===== src/ccw_pkg.sv =====
// constants and types for the card clock and wakeup control block
`default_nettype none

package ccw_pkg;

   // register addresses (printed offsets, plain port addressing)
   localparam logic [7:0] CCW_WAKEUP_ADDR     = 8'h2B;
   localparam logic [7:0] CCW_CLKCTL_ADDR     = 8'h2C;
   localparam logic [7:0] CCW_IRQ_STATUS_ADDR = 8'h40;
   localparam logic [7:0] CCW_IRQ_MASK_ADDR   = 8'h41;

   // wakeup enable register fields
   localparam int CCW_WK_INT_BIT = 0;
   localparam int CCW_WK_INS_BIT = 1;
   localparam int CCW_WK_REM_BIT = 2;

   // clock control register fields
   localparam int CCW_CC_ICE_BIT    = 0;
   localparam int CCW_CC_STABLE_BIT = 1;
   localparam int CCW_CC_SDCE_BIT   = 2;
   localparam int CCW_CC_DIV_LSB    = 8;
   localparam int CCW_CC_DIV_MSB    = 15;

   // interrupt status / mask fields
   localparam int CCW_EV_WAKEUP_BIT   = 0;
   localparam int CCW_EV_STABLE_BIT   = 1;
   localparam int CCW_EV_AUTOSTOP_BIT = 2;

   // reset values
   localparam logic [2:0] CCW_WAKEUP_RST = 3'h0;
   localparam logic [7:0] CCW_DIV_RST    = 8'h00;
   localparam logic       CCW_ICE_RST    = 1'h0;
   localparam logic       CCW_SDCE_RST   = 1'h0;
   localparam logic [2:0] CCW_MASK_RST   = 3'h0;

   // timing
   localparam int CCW_CLK_PERIOD_NS   = 10;
   localparam int CCW_STABLE_TIME_NS  = 1000;
   localparam int CCW_STABLE_CYC_INT  =
      (CCW_STABLE_TIME_NS + CCW_CLK_PERIOD_NS - 1) / CCW_CLK_PERIOD_NS;
   localparam logic [6:0] CCW_STABLE_CYCLES = 7'(CCW_STABLE_CYC_INT);

   typedef logic [7:0]  ccw_addr_t;
   typedef logic [15:0] ccw_data_t;
   typedef logic [8:0]  ccw_half_t;

endpackage : ccw_pkg

`default_nettype wire


===== src/ccw_card_clock_wakeup.sv =====
// card clock divider, internal clock control and wakeup enables
//
// Operation
// - wakeup register always present and accessible
// - bit 2 enables wakeup on card removal
// - bit 1 enables wakeup on card insertion
// - bit 0 enables wakeup on card interrupt
// - card support flag never gates removal/insertion
// - one-hot divisor field, 80h/256 down to 01h/2
// - code 00h passes undivided base clock
// - multiple divisor bits: highest bit wins
// - clearing card clock enable stops clock
// - card removal clears card clock enable
// - stable bit set after settle; gates card clock
// - internal clock enable off stops clock, registers live
//
// the base clock is core_clk_in divided by two; the card clock half
// period is the divisor in core cycles, so 00h gives base clock rate.
//
// Local design decision: the address-and-strobe port.
`timescale 1ns/100ps
`default_nettype none

module ccw_card_clock_wakeup
(
   input  wire logic              core_clk_in,
   input  wire logic              rst_n_in,
   input  wire ccw_pkg::ccw_addr_t addr_in,
   input  wire ccw_pkg::ccw_data_t wr_data_in,
   input  wire logic              wr_strobe_in,
   input  wire logic              rd_strobe_in,
   output var  ccw_pkg::ccw_data_t rd_data_out,
   input  wire logic              card_removal_status_in,
   input  wire logic              card_insertion_status_in,
   input  wire logic              card_interrupt_status_in,
   input  wire logic              card_inserted_in,
   output var  logic              card_clk_out,
   output var  logic              wakeup_out,
   output var  logic              irq_out
);

   import ccw_pkg::*;

   typedef enum {CLK_STOPPED, CLK_RUNNING} ccw_clk_state_e;

   // highest set bit selects the divisor; zero means undivided
   function automatic ccw_half_t ccw_div_half(input logic [7:0] code);
      ccw_half_t half;
      half = 9'h001;
      for (int i = 0; i < 8; i++)
      begin
         if (code[i])
         begin
            half = 9'h002 << i;
         end
      end
      return half;
   endfunction : ccw_div_half

   // register state
   logic [2:0]     wake_en_reg;
   logic [7:0]     div_field_reg;
   logic           sdce_reg;
   logic           sdce_next;
   logic           ice_reg;
   logic           stable_reg;
   logic           stable_next;
   logic [6:0]     settle_cnt_reg;
   logic [6:0]     settle_cnt_next;
   logic           inserted_prev_reg;
   logic [2:0]     sts_reg;
   logic [2:0]     sts_next;
   logic [2:0]     mask_reg;
   logic           wakeup_reg;
   logic           irq_reg;
   ccw_data_t      rd_data_reg;

   // card clock generator state
   ccw_clk_state_e clk_state_reg;
   ccw_clk_state_e clk_state_next;
   logic [7:0]     active_div_reg;
   logic [7:0]     active_div_next;
   ccw_half_t      half_cnt_reg;
   ccw_half_t      half_cnt_next;
   logic           card_clk_reg;
   logic           card_clk_next;

   // address decode
   wire logic hit_wake   = (addr_in == CCW_WAKEUP_ADDR);
   wire logic hit_clkctl = (addr_in == CCW_CLKCTL_ADDR);
   wire logic hit_sts    = (addr_in == CCW_IRQ_STATUS_ADDR);
   wire logic hit_mask   = (addr_in == CCW_IRQ_MASK_ADDR);

   wire logic wr_wake    = wr_strobe_in & hit_wake;
   wire logic wr_clkctl  = wr_strobe_in & hit_clkctl;
   wire logic wr_sts     = wr_strobe_in & hit_sts;
   wire logic wr_mask    = wr_strobe_in & hit_mask;

   // wakeup condition; card support flag takes no part here
   wire logic wake_rem = wake_en_reg[CCW_WK_REM_BIT]
                         & card_removal_status_in;
   wire logic wake_ins = wake_en_reg[CCW_WK_INS_BIT]
                         & card_insertion_status_in;
   wire logic wake_int = wake_en_reg[CCW_WK_INT_BIT]
                         & card_interrupt_status_in;
   wire logic wake_cond = wake_rem | wake_ins | wake_int;

   // card inserted falling edge clears the card clock enable
   wire logic removed_edge = inserted_prev_reg & ~card_inserted_in;

   // card clock may run only with internal clock up and stable
   wire logic run_req = sdce_reg & ice_reg & stable_reg;

   wire ccw_half_t half_period = ccw_div_half(active_div_reg);
   wire logic      half_done   = (half_cnt_reg == half_period - 9'h001);

   // events into the sticky status
   wire logic [2:0] ev_set;
   assign ev_set[CCW_EV_WAKEUP_BIT]   = wake_cond & ~wakeup_reg;
   assign ev_set[CCW_EV_STABLE_BIT]   = stable_next & ~stable_reg;
   assign ev_set[CCW_EV_AUTOSTOP_BIT] = removed_edge & sdce_reg;

   // read mux; unmapped addresses read zero
   wire ccw_data_t rd_value =
      hit_wake   ? {13'h0000, wake_en_reg} :
      hit_clkctl ? {div_field_reg, 5'h00, sdce_reg, stable_reg, ice_reg} :
      hit_sts    ? {13'h0000, sts_reg} :
      hit_mask   ? {13'h0000, mask_reg} :
                   16'h0000;

   // card clock enable: removal clear beats a software write
   always_comb
   begin
      sdce_next = sdce_reg;
      if (removed_edge)
      begin
         sdce_next = 1'b0;
      end
      else if (wr_clkctl)
      begin
         sdce_next = wr_data_in[CCW_CC_SDCE_BIT];
      end
   end

   // settle counter for the internal clock stable flag
   always_comb
   begin
      settle_cnt_next = settle_cnt_reg;
      stable_next     = stable_reg;
      if (!ice_reg)
      begin
         settle_cnt_next = 7'h00;
         stable_next     = 1'b0;
      end
      else if (!stable_reg)
      begin
         if (settle_cnt_reg == CCW_STABLE_CYCLES - 7'h01)
         begin
            stable_next = 1'b1;
         end
         else
         begin
            settle_cnt_next = settle_cnt_reg + 7'h01;
         end
      end
   end

   // sticky status: set wins over write-one-to-clear
   always_comb
   begin
      sts_next = sts_reg;
      if (wr_sts)
      begin
         sts_next = sts_reg & ~wr_data_in[2:0];
      end
      sts_next = sts_next | ev_set;
   end

   // card clock generator; stops only at the low level
   always_comb
   begin
      clk_state_next  = clk_state_reg;
      active_div_next = active_div_reg;
      half_cnt_next   = half_cnt_reg;
      card_clk_next   = card_clk_reg;
      case (clk_state_reg)
         CLK_STOPPED:
         begin
            card_clk_next   = 1'b0;
            half_cnt_next   = 9'h000;
            active_div_next = div_field_reg;
            if (run_req)
            begin
               clk_state_next = CLK_RUNNING;
            end
         end
         CLK_RUNNING:
         begin
            if (!card_clk_reg && !run_req)
            begin
               clk_state_next = CLK_STOPPED;
               half_cnt_next  = 9'h000;
            end
            else if (half_done)
            begin
               half_cnt_next = 9'h000;
               card_clk_next = ~card_clk_reg;
            end
            else
            begin
               half_cnt_next = half_cnt_reg + 9'h001;
            end
         end
         default:
         begin
            clk_state_next = CLK_STOPPED;
         end
      endcase
   end

   // software registers
   always_ff @(posedge core_clk_in or negedge rst_n_in)
   begin
      if (!rst_n_in)
      begin
         wake_en_reg   <= CCW_WAKEUP_RST;
         div_field_reg <= CCW_DIV_RST;
         ice_reg       <= CCW_ICE_RST;
         mask_reg      <= CCW_MASK_RST;
      end
      else
      begin
         if (wr_wake)
         begin
            wake_en_reg <= wr_data_in[2:0];
         end
         if (wr_clkctl)
         begin
            div_field_reg <= wr_data_in[CCW_CC_DIV_MSB:CCW_CC_DIV_LSB];
            ice_reg       <= wr_data_in[CCW_CC_ICE_BIT];
         end
         if (wr_mask)
         begin
            mask_reg <= wr_data_in[2:0];
         end
      end
   end

   // hardware state
   always_ff @(posedge core_clk_in or negedge rst_n_in)
   begin
      if (!rst_n_in)
      begin
         sdce_reg          <= CCW_SDCE_RST;
         stable_reg        <= 1'b0;
         settle_cnt_reg    <= 7'h00;
         inserted_prev_reg <= 1'b0;
         sts_reg           <= 3'h0;
      end
      else
      begin
         sdce_reg          <= sdce_next;
         stable_reg        <= stable_next;
         settle_cnt_reg    <= settle_cnt_next;
         inserted_prev_reg <= card_inserted_in;
         sts_reg           <= sts_next;
      end
   end

   // card clock generator registers
   always_ff @(posedge core_clk_in or negedge rst_n_in)
   begin
      if (!rst_n_in)
      begin
         clk_state_reg  <= CLK_STOPPED;
         active_div_reg <= CCW_DIV_RST;
         half_cnt_reg   <= 9'h000;
         card_clk_reg   <= 1'b0;
      end
      else
      begin
         clk_state_reg  <= clk_state_next;
         active_div_reg <= active_div_next;
         half_cnt_reg   <= half_cnt_next;
         card_clk_reg   <= card_clk_next;
      end
   end

   // outputs
   always_ff @(posedge core_clk_in or negedge rst_n_in)
   begin
      if (!rst_n_in)
      begin
         wakeup_reg  <= 1'b0;
         irq_reg     <= 1'b0;
         rd_data_reg <= 16'h0000;
      end
      else
      begin
         wakeup_reg  <= wake_cond;
         irq_reg     <= |(sts_next & mask_reg);
         rd_data_reg <= rd_strobe_in ? rd_value : 16'h0000;
      end
   end

   assign rd_data_out  = rd_data_reg;
   assign card_clk_out = card_clk_reg;
   assign wakeup_out   = wakeup_reg;
   assign irq_out      = irq_reg;

endmodule : ccw_card_clock_wakeup

`default_nettype wire


===== config.mk =====
export PLATFORM = sky130hd
export DESIGN_NAME = ccw_card_clock_wakeup
export DESIGN_NICKNAME = d
export VERILOG_FILES = /design/src/ccw_pkg.sv /design/src/ccw_card_clock_wakeup.sv
export SDC_FILE = /design/constraint.sdc
export NUM_CORES = 1
export LEC_CHECK = 0
export ABC_AREA = 1
export BUFFER_PORTS_ARGS = -buffer_cell sky130_fd_sc_hd__buf_2
export CAP_MARGIN = 20
export CORE_MARGIN = 4
export CORE_UTILIZATION = 30
export DETAILED_ROUTE_END_ITERATION = 10
export MAX_ROUTING_LAYER = met4
export PLACE_DENSITY_LB_ADDON = 0.1
export SETUP_SLACK_MARGIN = 0.1
export SLEW_MARGIN = 20
export SYNTH_ARGS = -nofsm -noshare
export SYNTH_HDL_FRONTEND = slang
export SYNTH_SLANG_ARGS = --single-unit

===== constraint.sdc =====
create_clock -name core_clk_in -period 5.1 [get_ports core_clk_in]
set_input_delay 1.02 -clock core_clk_in [delete_from_list [all_inputs] [get_ports core_clk_in]]
set_output_delay 1.02 -clock core_clk_in [all_outputs]
set_load 0.005 [all_outputs]

=== Yosys cells after proc, flatten, opt, wreduce, memory -nomap -nowiden ===
Cells that the tools add are included.

* $add $sub $neg: 3
* Equality and inequality tests: 13
* Multiplexer cells: 31
* Bitwise gates (word level): 23
* Reductions and logical operators: 10

{| class="wikitable"
|+ Operator list
! kind !! count
|-
| 32-bit two-way mux || 2
|-
| 32-bit case mux with 2 select lines || 1
|-
| 16-bit two-way mux || 3
|-
| 9-bit two-way mux || 5
|-
| 32-bit by 1-bit == test with 1-bit output (second input constant) || 1
|-
| 32-bit logical NOT || 1
|-
| 7-bit two-way mux || 3
|-
| 9-bit case mux with 2 select lines || 1
|-
| 8-bit by 6-bit == test with 1-bit output (second input constant) || 2
|-
| 8-bit by 7-bit == test with 1-bit output (second input constant) || 2
|-
| 1-bit AND || 13
|-
| 3-bit two-way mux || 4
|-
| 2-bit != test (second input constant) || 6
|-
| 9-bit by 1-bit adder with 9-bit output (second input constant) || 1
|-
| 9-bit == test || 1
|-
| 9-bit by 1-bit subtractor with 9-bit output (second input constant) || 1
|-
| 7-bit by 1-bit adder with 7-bit output (second input constant) || 1
|-
| 7-bit == test (second input constant) || 1
|-
| 1-bit two-way mux || 7
|-
| 3-bit AND || 2
|-
| 6-bit two-way mux || 1
|-
| 5-bit two-way mux || 1
|-
| 4-bit two-way mux || 1
|-
| 1-bit inverter || 4
|-
| 11 further kinds || 15
|}

* Bits in registers: 96
* Input bits: 32
* Word-level logic and storage cells: 96

=== Logic depth before layout (Yosys ltp) ===
* Depth in word-level cells: 13
* Depth in mapped cells: 15
* Depth with buffers taken out: 15

=== Least setup slack after synthesis ===
OpenSTA, ideal clock, no wires.

* Path type: reg2reg
* Start: reg active_div_reg[7]
* End: reg half_cnt_reg[0]
* Library setup time: 0.121 ns
* Data arrival time: 2.096 ns
* Data required time: 4.979 ns
* Slack: 2.883 ns
* Stages on the path, launching flop included: 13
* Period minus slack after synthesis: 2.217 ns
* Path through: dfrtp_1 -> nor2_2 -> nand2_1 -> or3_2 -> ha_1 -> xor2_1 -> nand3_1 -> nor2_1 -> nand3_1 -> nor2_2 -> nand2_2 -> nand2_4 -> nor2_1

* Word-level cells in the longest chain between the ends: 6

{| class="wikitable"
|+ Ends and longest elaborated chain
! element !! RTL line !! RTL
|-
| start: declaration || ccw_card_clock_wakeup.sv:81 || <nowiki>logic [7:0] active_div_reg;</nowiki>
|-
| start signal: assignment || ccw_card_clock_wakeup.sv:283 || <nowiki>active_div_reg <= active_div_next;</nowiki>
|-
| 9-bit two-way mux || ccw_card_clock_wakeup.sv:52 || <nowiki>if (code[i])</nowiki>
|-
| 9-bit by 1-bit subtractor with 9-bit output || ccw_card_clock_wakeup.sv:115 || <nowiki>wire logic half_done = (half_cnt_reg == half_period - 9'h001);</nowiki>
|-
| 9-bit == test || ccw_card_clock_wakeup.sv:115 ||
|-
| 9-bit two-way mux || ccw_card_clock_wakeup.sv:204 || <nowiki>else if (half_done)</nowiki>
|-
| 9-bit two-way mux || ccw_card_clock_wakeup.sv:199 || <nowiki>if (!card_clk_reg && !run_req)</nowiki>
|-
| 9-bit case mux with 2 select lines || ccw_card_clock_wakeup.sv:186 || <nowiki>case (clk_state_reg)</nowiki>
|-
| named net half_cnt_next[0] || ccw_card_clock_wakeup.sv:84 || <nowiki>ccw_half_t half_cnt_next;</nowiki>
|-
| end signal: assignment || ccw_card_clock_wakeup.sv:284 || <nowiki>half_cnt_reg <= half_cnt_next;</nowiki>
|-
| end: declaration || ccw_card_clock_wakeup.sv:83 || <nowiki>ccw_half_t half_cnt_reg;</nowiki>
|}

The timed path passes the listed nets, and every way through them passes these cells.
A chain may end at the register's enable or synchronous reset.

=== Final worst setup path ===
* Start: reg active_div_reg[7]
* End: reg half_cnt_reg[5]

Same word-level chain as after synthesis.

==> qor.csv <==
stage,metric,value,unit
run_status,status,"complete, no violations",
yosys,synth_top_area_frac,0.4953,
pwr,switching_power,233.6,µW
grt,grt_overflow_total,0,
route,drt_iter0_markers,90,
timing,finalHoldViolCount,0,
die,die_w,108.5,µm
setup_path,cp_max_fo,9,
die,pin_count,51,
finish,fin_cells,566,
die,die_area,0.01178,mm²
clock_tree,cts-htree-levels,3,
setup_path,cp-endpoint,half_cnt_reg[5],
place,port_buffers,40,
timing,fmax,397.4,MHz
timing,totalNegativeSetupSlack,0,ps
yosys,synth_seq_area_share,0.4953,
place,dpl.cell_count,550,
setup_path,crit_buf_inv,1,
route,dr.pass1.iters,4,
yosys,yosysUniqueCellTypes,29,
finish,fin_area,0.003567,mm²
run,cap_violations,0,
timing,period_share,0.4935,
clock_tree,clkSlewWorstSetupHoldPaths,70,ps
yosys,synth_edf_count,0,
grt,track_usage,0.1294,
setup_path,crit_cells,14,
setup_path,required,5320,ps
die,core_area,0.009819,mm²
timing,whs,474.7,ps
pwr,peakVddDrop,120.2,µV
pwr,powerDensity,279.7,mW/mm²
die,fp.dieH,108.5,µm
place,place_hpwl,4901,µm
setup_path,crit_family,simple AND/OR/NAND/NOR gates,
setup_path,critical_path.startpoint_type,flip-flop,
setup_path,crit_chain,nor2_2 > nand2_1 > or3_2 > ha_1 > inv_1 > nand3_1 > nand3_1 > nand2_1 > nor2_1 > nand3_1 > nor2_2 > nand2_2 > nand2_4 > nor2_1,
timing,final_max_slew_viol_count,0,
setup_path,regToRegStartpoint,active_div_reg[7],
setup_path,setup.worst_path.end_class,flip-flop,
clock_tree,clock_sinks,60,
finish,fillers,1098,
min_path,hold_path.class,flip-flop to flip-flop,
route,wl_per_cell,11.73,µm
finish,largest_reg_flops,11,
yosys,yosys.area_share.adder,0.01238,
grt,antenna_found_initial,0,
yosys,synth_largest_area_cell,dfrtp_1,
route,num_vias,2518,
grt,grt_pass1_wl,11780,µm
yosys,async_flop_share,1.000,
yosys,yosys_register_bits,60,
finish,drive_gt1_frac,0.1686,
place,place_ws,2600,ps
pwr,switching_share,0.2341,
clock_tree,cts_setup_buffers,0,
timing,setup_slack,2583,ps
pwr,power,997.8,µW
route,wl,6641,µm
clock_tree,cts_buffer_depth,2,
clock_tree,clock_latency,340,ps
pwr,seq_power_share,0.506,
timing,setup_violations,0,
clock_tree,cts_buffers,9,
yosys,netlist_instances,382,
pwr,combPwrFrac,0.055,
yosys,yosysWarnings,0,
finish,utilization,0.3633,
yosys,syn_area,0.003032,mm²
finish,num_antenna_cells,0,
setup_path,critPathMostFrequentCell,nand3_1,
clock_tree,cts_tree,done,
yosys,yosys-mux-area-fraction,0,
pwr,p_int,764.2,µW
die,rows,36,
yosys,avgSynthCellArea,7.936,µm²
timing,relSlewSlack,0.4769,
pwr,pwr-share-clk,0.439,
finish,nets,463,
clock_tree,holdBufCountCts,0,
timing,skew,8.868,ps
yosys,yosys.area_share.simple,0.2827,
setup_path,rr_endpoint,half_cnt_reg[5],
yosys,synth_xor_area_frac,0.02889,
place,gp_congestion,0.8047,
setup_path,cpPeakStageDelay,480,ps
place,post_dp_cell_area,0.003364,mm²
setup_path,regToRegSetupSlack,2580,ps
clock_tree,root_buffer,clkbuf_8,
route,via_per_inst,4.449,
timing,fin_crit,2517,ps
clock_tree,cts_resized,0,
grt,grt_max_degree,61,
yosys,yosys_most_used_dff,dfrtp_1,
yosys,synth_top_family_by_area,simple AND/OR/NAND/NOR gates,
setup_path,critPathLaunch,active_div_reg[7],
timing,rsz0062_at_grt,false,
setup_path,r2r_cells,14,
grt,grt_pass1_vias,2606,
route,ant_nets,0,
setup_path,cp.arrival,2740,ps
setup_path,slowest_stage,dfrtp_1,
timing,tightest_slew,777.5,ps
finish,area.growth.synth_to_final,17.66,%
route,drc_errors,0,
setup_path,crit_type,flip-flop to flip-flop,
pwr,leakagePower,1.734,nW
yosys,synth-compound-area-share,0.09162,
yosys,netlist_top_cells_area,"dfrtp_1 50%, nand2_1 10%, inv_1 6.7%, nand3_1 5.6%, nor2_1 5.1%",
die,start_util,0.3087,
layer usage:
| metal | vias to the layer above | GRT usage | routed length, µm |
|---|---|---|---|
| li1 | 1309 | - | - |
| met1 | 1163 | 0.1557 | 3151 |
| met2 | 39 | 0.2109 | 3198 |
| met3 | 7 | 0.03582 | 202 |
| met4 | 0 | 0.04058 | 89 |
| met5 | - | - | 0 |
layout make-up:
| cell class | instances | area, µm² | share of cell area |
|---|---|---|---|
| sequential | 60 | 1501 | 0.4209 |
| multi-input combinational | 260 | 1279 | 0.3585 |
| inverter | 56 | 210.2 | 0.05893 |
| timing repair buffer | 41 | 207.7 | 0.05823 |
| tap | 133 | 166.4 | 0.04665 |
| clock buffer | 12 | 155.1 | 0.04349 |
| clock inverter | 4 | 47.55 | 0.01333 |
worst min-delay path by stage:
stage	startpoint	end	slack [ps]	cells after the start
3_3_place_gp	settle_cnt_reg[6]	settle_cnt_reg[6]	460	1
3_5_place_dp	settle_cnt_reg[6]	settle_cnt_reg[6]	460	1
5_1_grt	settle_cnt_reg[6]	settle_cnt_reg[6]	490	1
4_1_cts	settle_cnt_reg[6]	settle_cnt_reg[6]	470	1
2_1_floorplan	settle_cnt_reg[6]	settle_cnt_reg[6]	430	1
6_report	settle_cnt_reg[6]	settle_cnt_reg[6]	470	1
worst reg2reg max path, cell delays in order, from the launching register on:
cell and delay, ps:
dfrtp_1 480, nor2_2 180, nand2_1 90, or3_2 460
ha_1 270, inv_1 100, nand3_1 80, nand3_1 90
nand2_1 60, nor2_1 110, nand3_1 100, nor2_2 140
nand2_2 90, nand2_4 120, nor2_1 60
placed cells by master, fill, tap and decap left out, types with 2 or more instances in the layout:
master	synthesis	layout
nand3_1	34	34
conb_1	1	5
inv_2	2	2
ha_1	3	3
nor4_1	2	2
inv_1	54	54
a21oi_1	14	14
a41oi_1	2	2
xor2_1	8	8
dfrtp_1	60	60
buf_2	0	40
o21ai_0	22	22
nand4_1	5	5
o21a_1	6	6
nand2_2	3	3
xnor2_1	2	2
nor3_1	15	15
nor2_2	8	8
nand2_1	81	81
clkbuf_8	0	11
clkinv_2	0	2
nor2_1	41	41
nor2_4	2	2
cells by family after synthesis:
kind of cell | count (synthesis)
buffers and inverters | 66
and+or+nand+nor | 193
DFF | 60
xor gates and xnor gates | 10
AOI/OAI and AO/OA | 49
other | 1
adders and majority gates | 3
cell usage after synthesis, types with 2 or more instances:
library cell / number
nand2_1: 81
dfrtp_1: 60
inv_1: 54
nor2_1: 41
nand3_1: 34
o21ai_0: 22
nor3_1: 15
a21oi_1: 14
nor2_2: 8
xor2_1: 8
o21a_1: 6
buf_4: 5
clkbuf_1: 5
nand4_1: 5
ha_1: 3
nand2_2: 3
a41oi_1: 2
inv_2: 2
nor2_4: 2
nor4_1: 2
xnor2_1: 2
power by group through the flow:
| stage | sequential [mW] | combinational [mW] | clock [mW] |
|---|---|---|---|
| floorplan | 0.510 | 0.0291 | 0 |
| global placement | 0.514 | 0.0564 | 0 |
| detailed placement | 0.514 | 0.0568 | 0 |
| CTS | 0.505 | 0.0571 | 0.457 |
| global route | 0.507 | 0.0653 | 0.475 |
| finish | 0.505 | 0.0552 | 0.438 |
No activity file was read; power rests on OpenSTA's default activity.
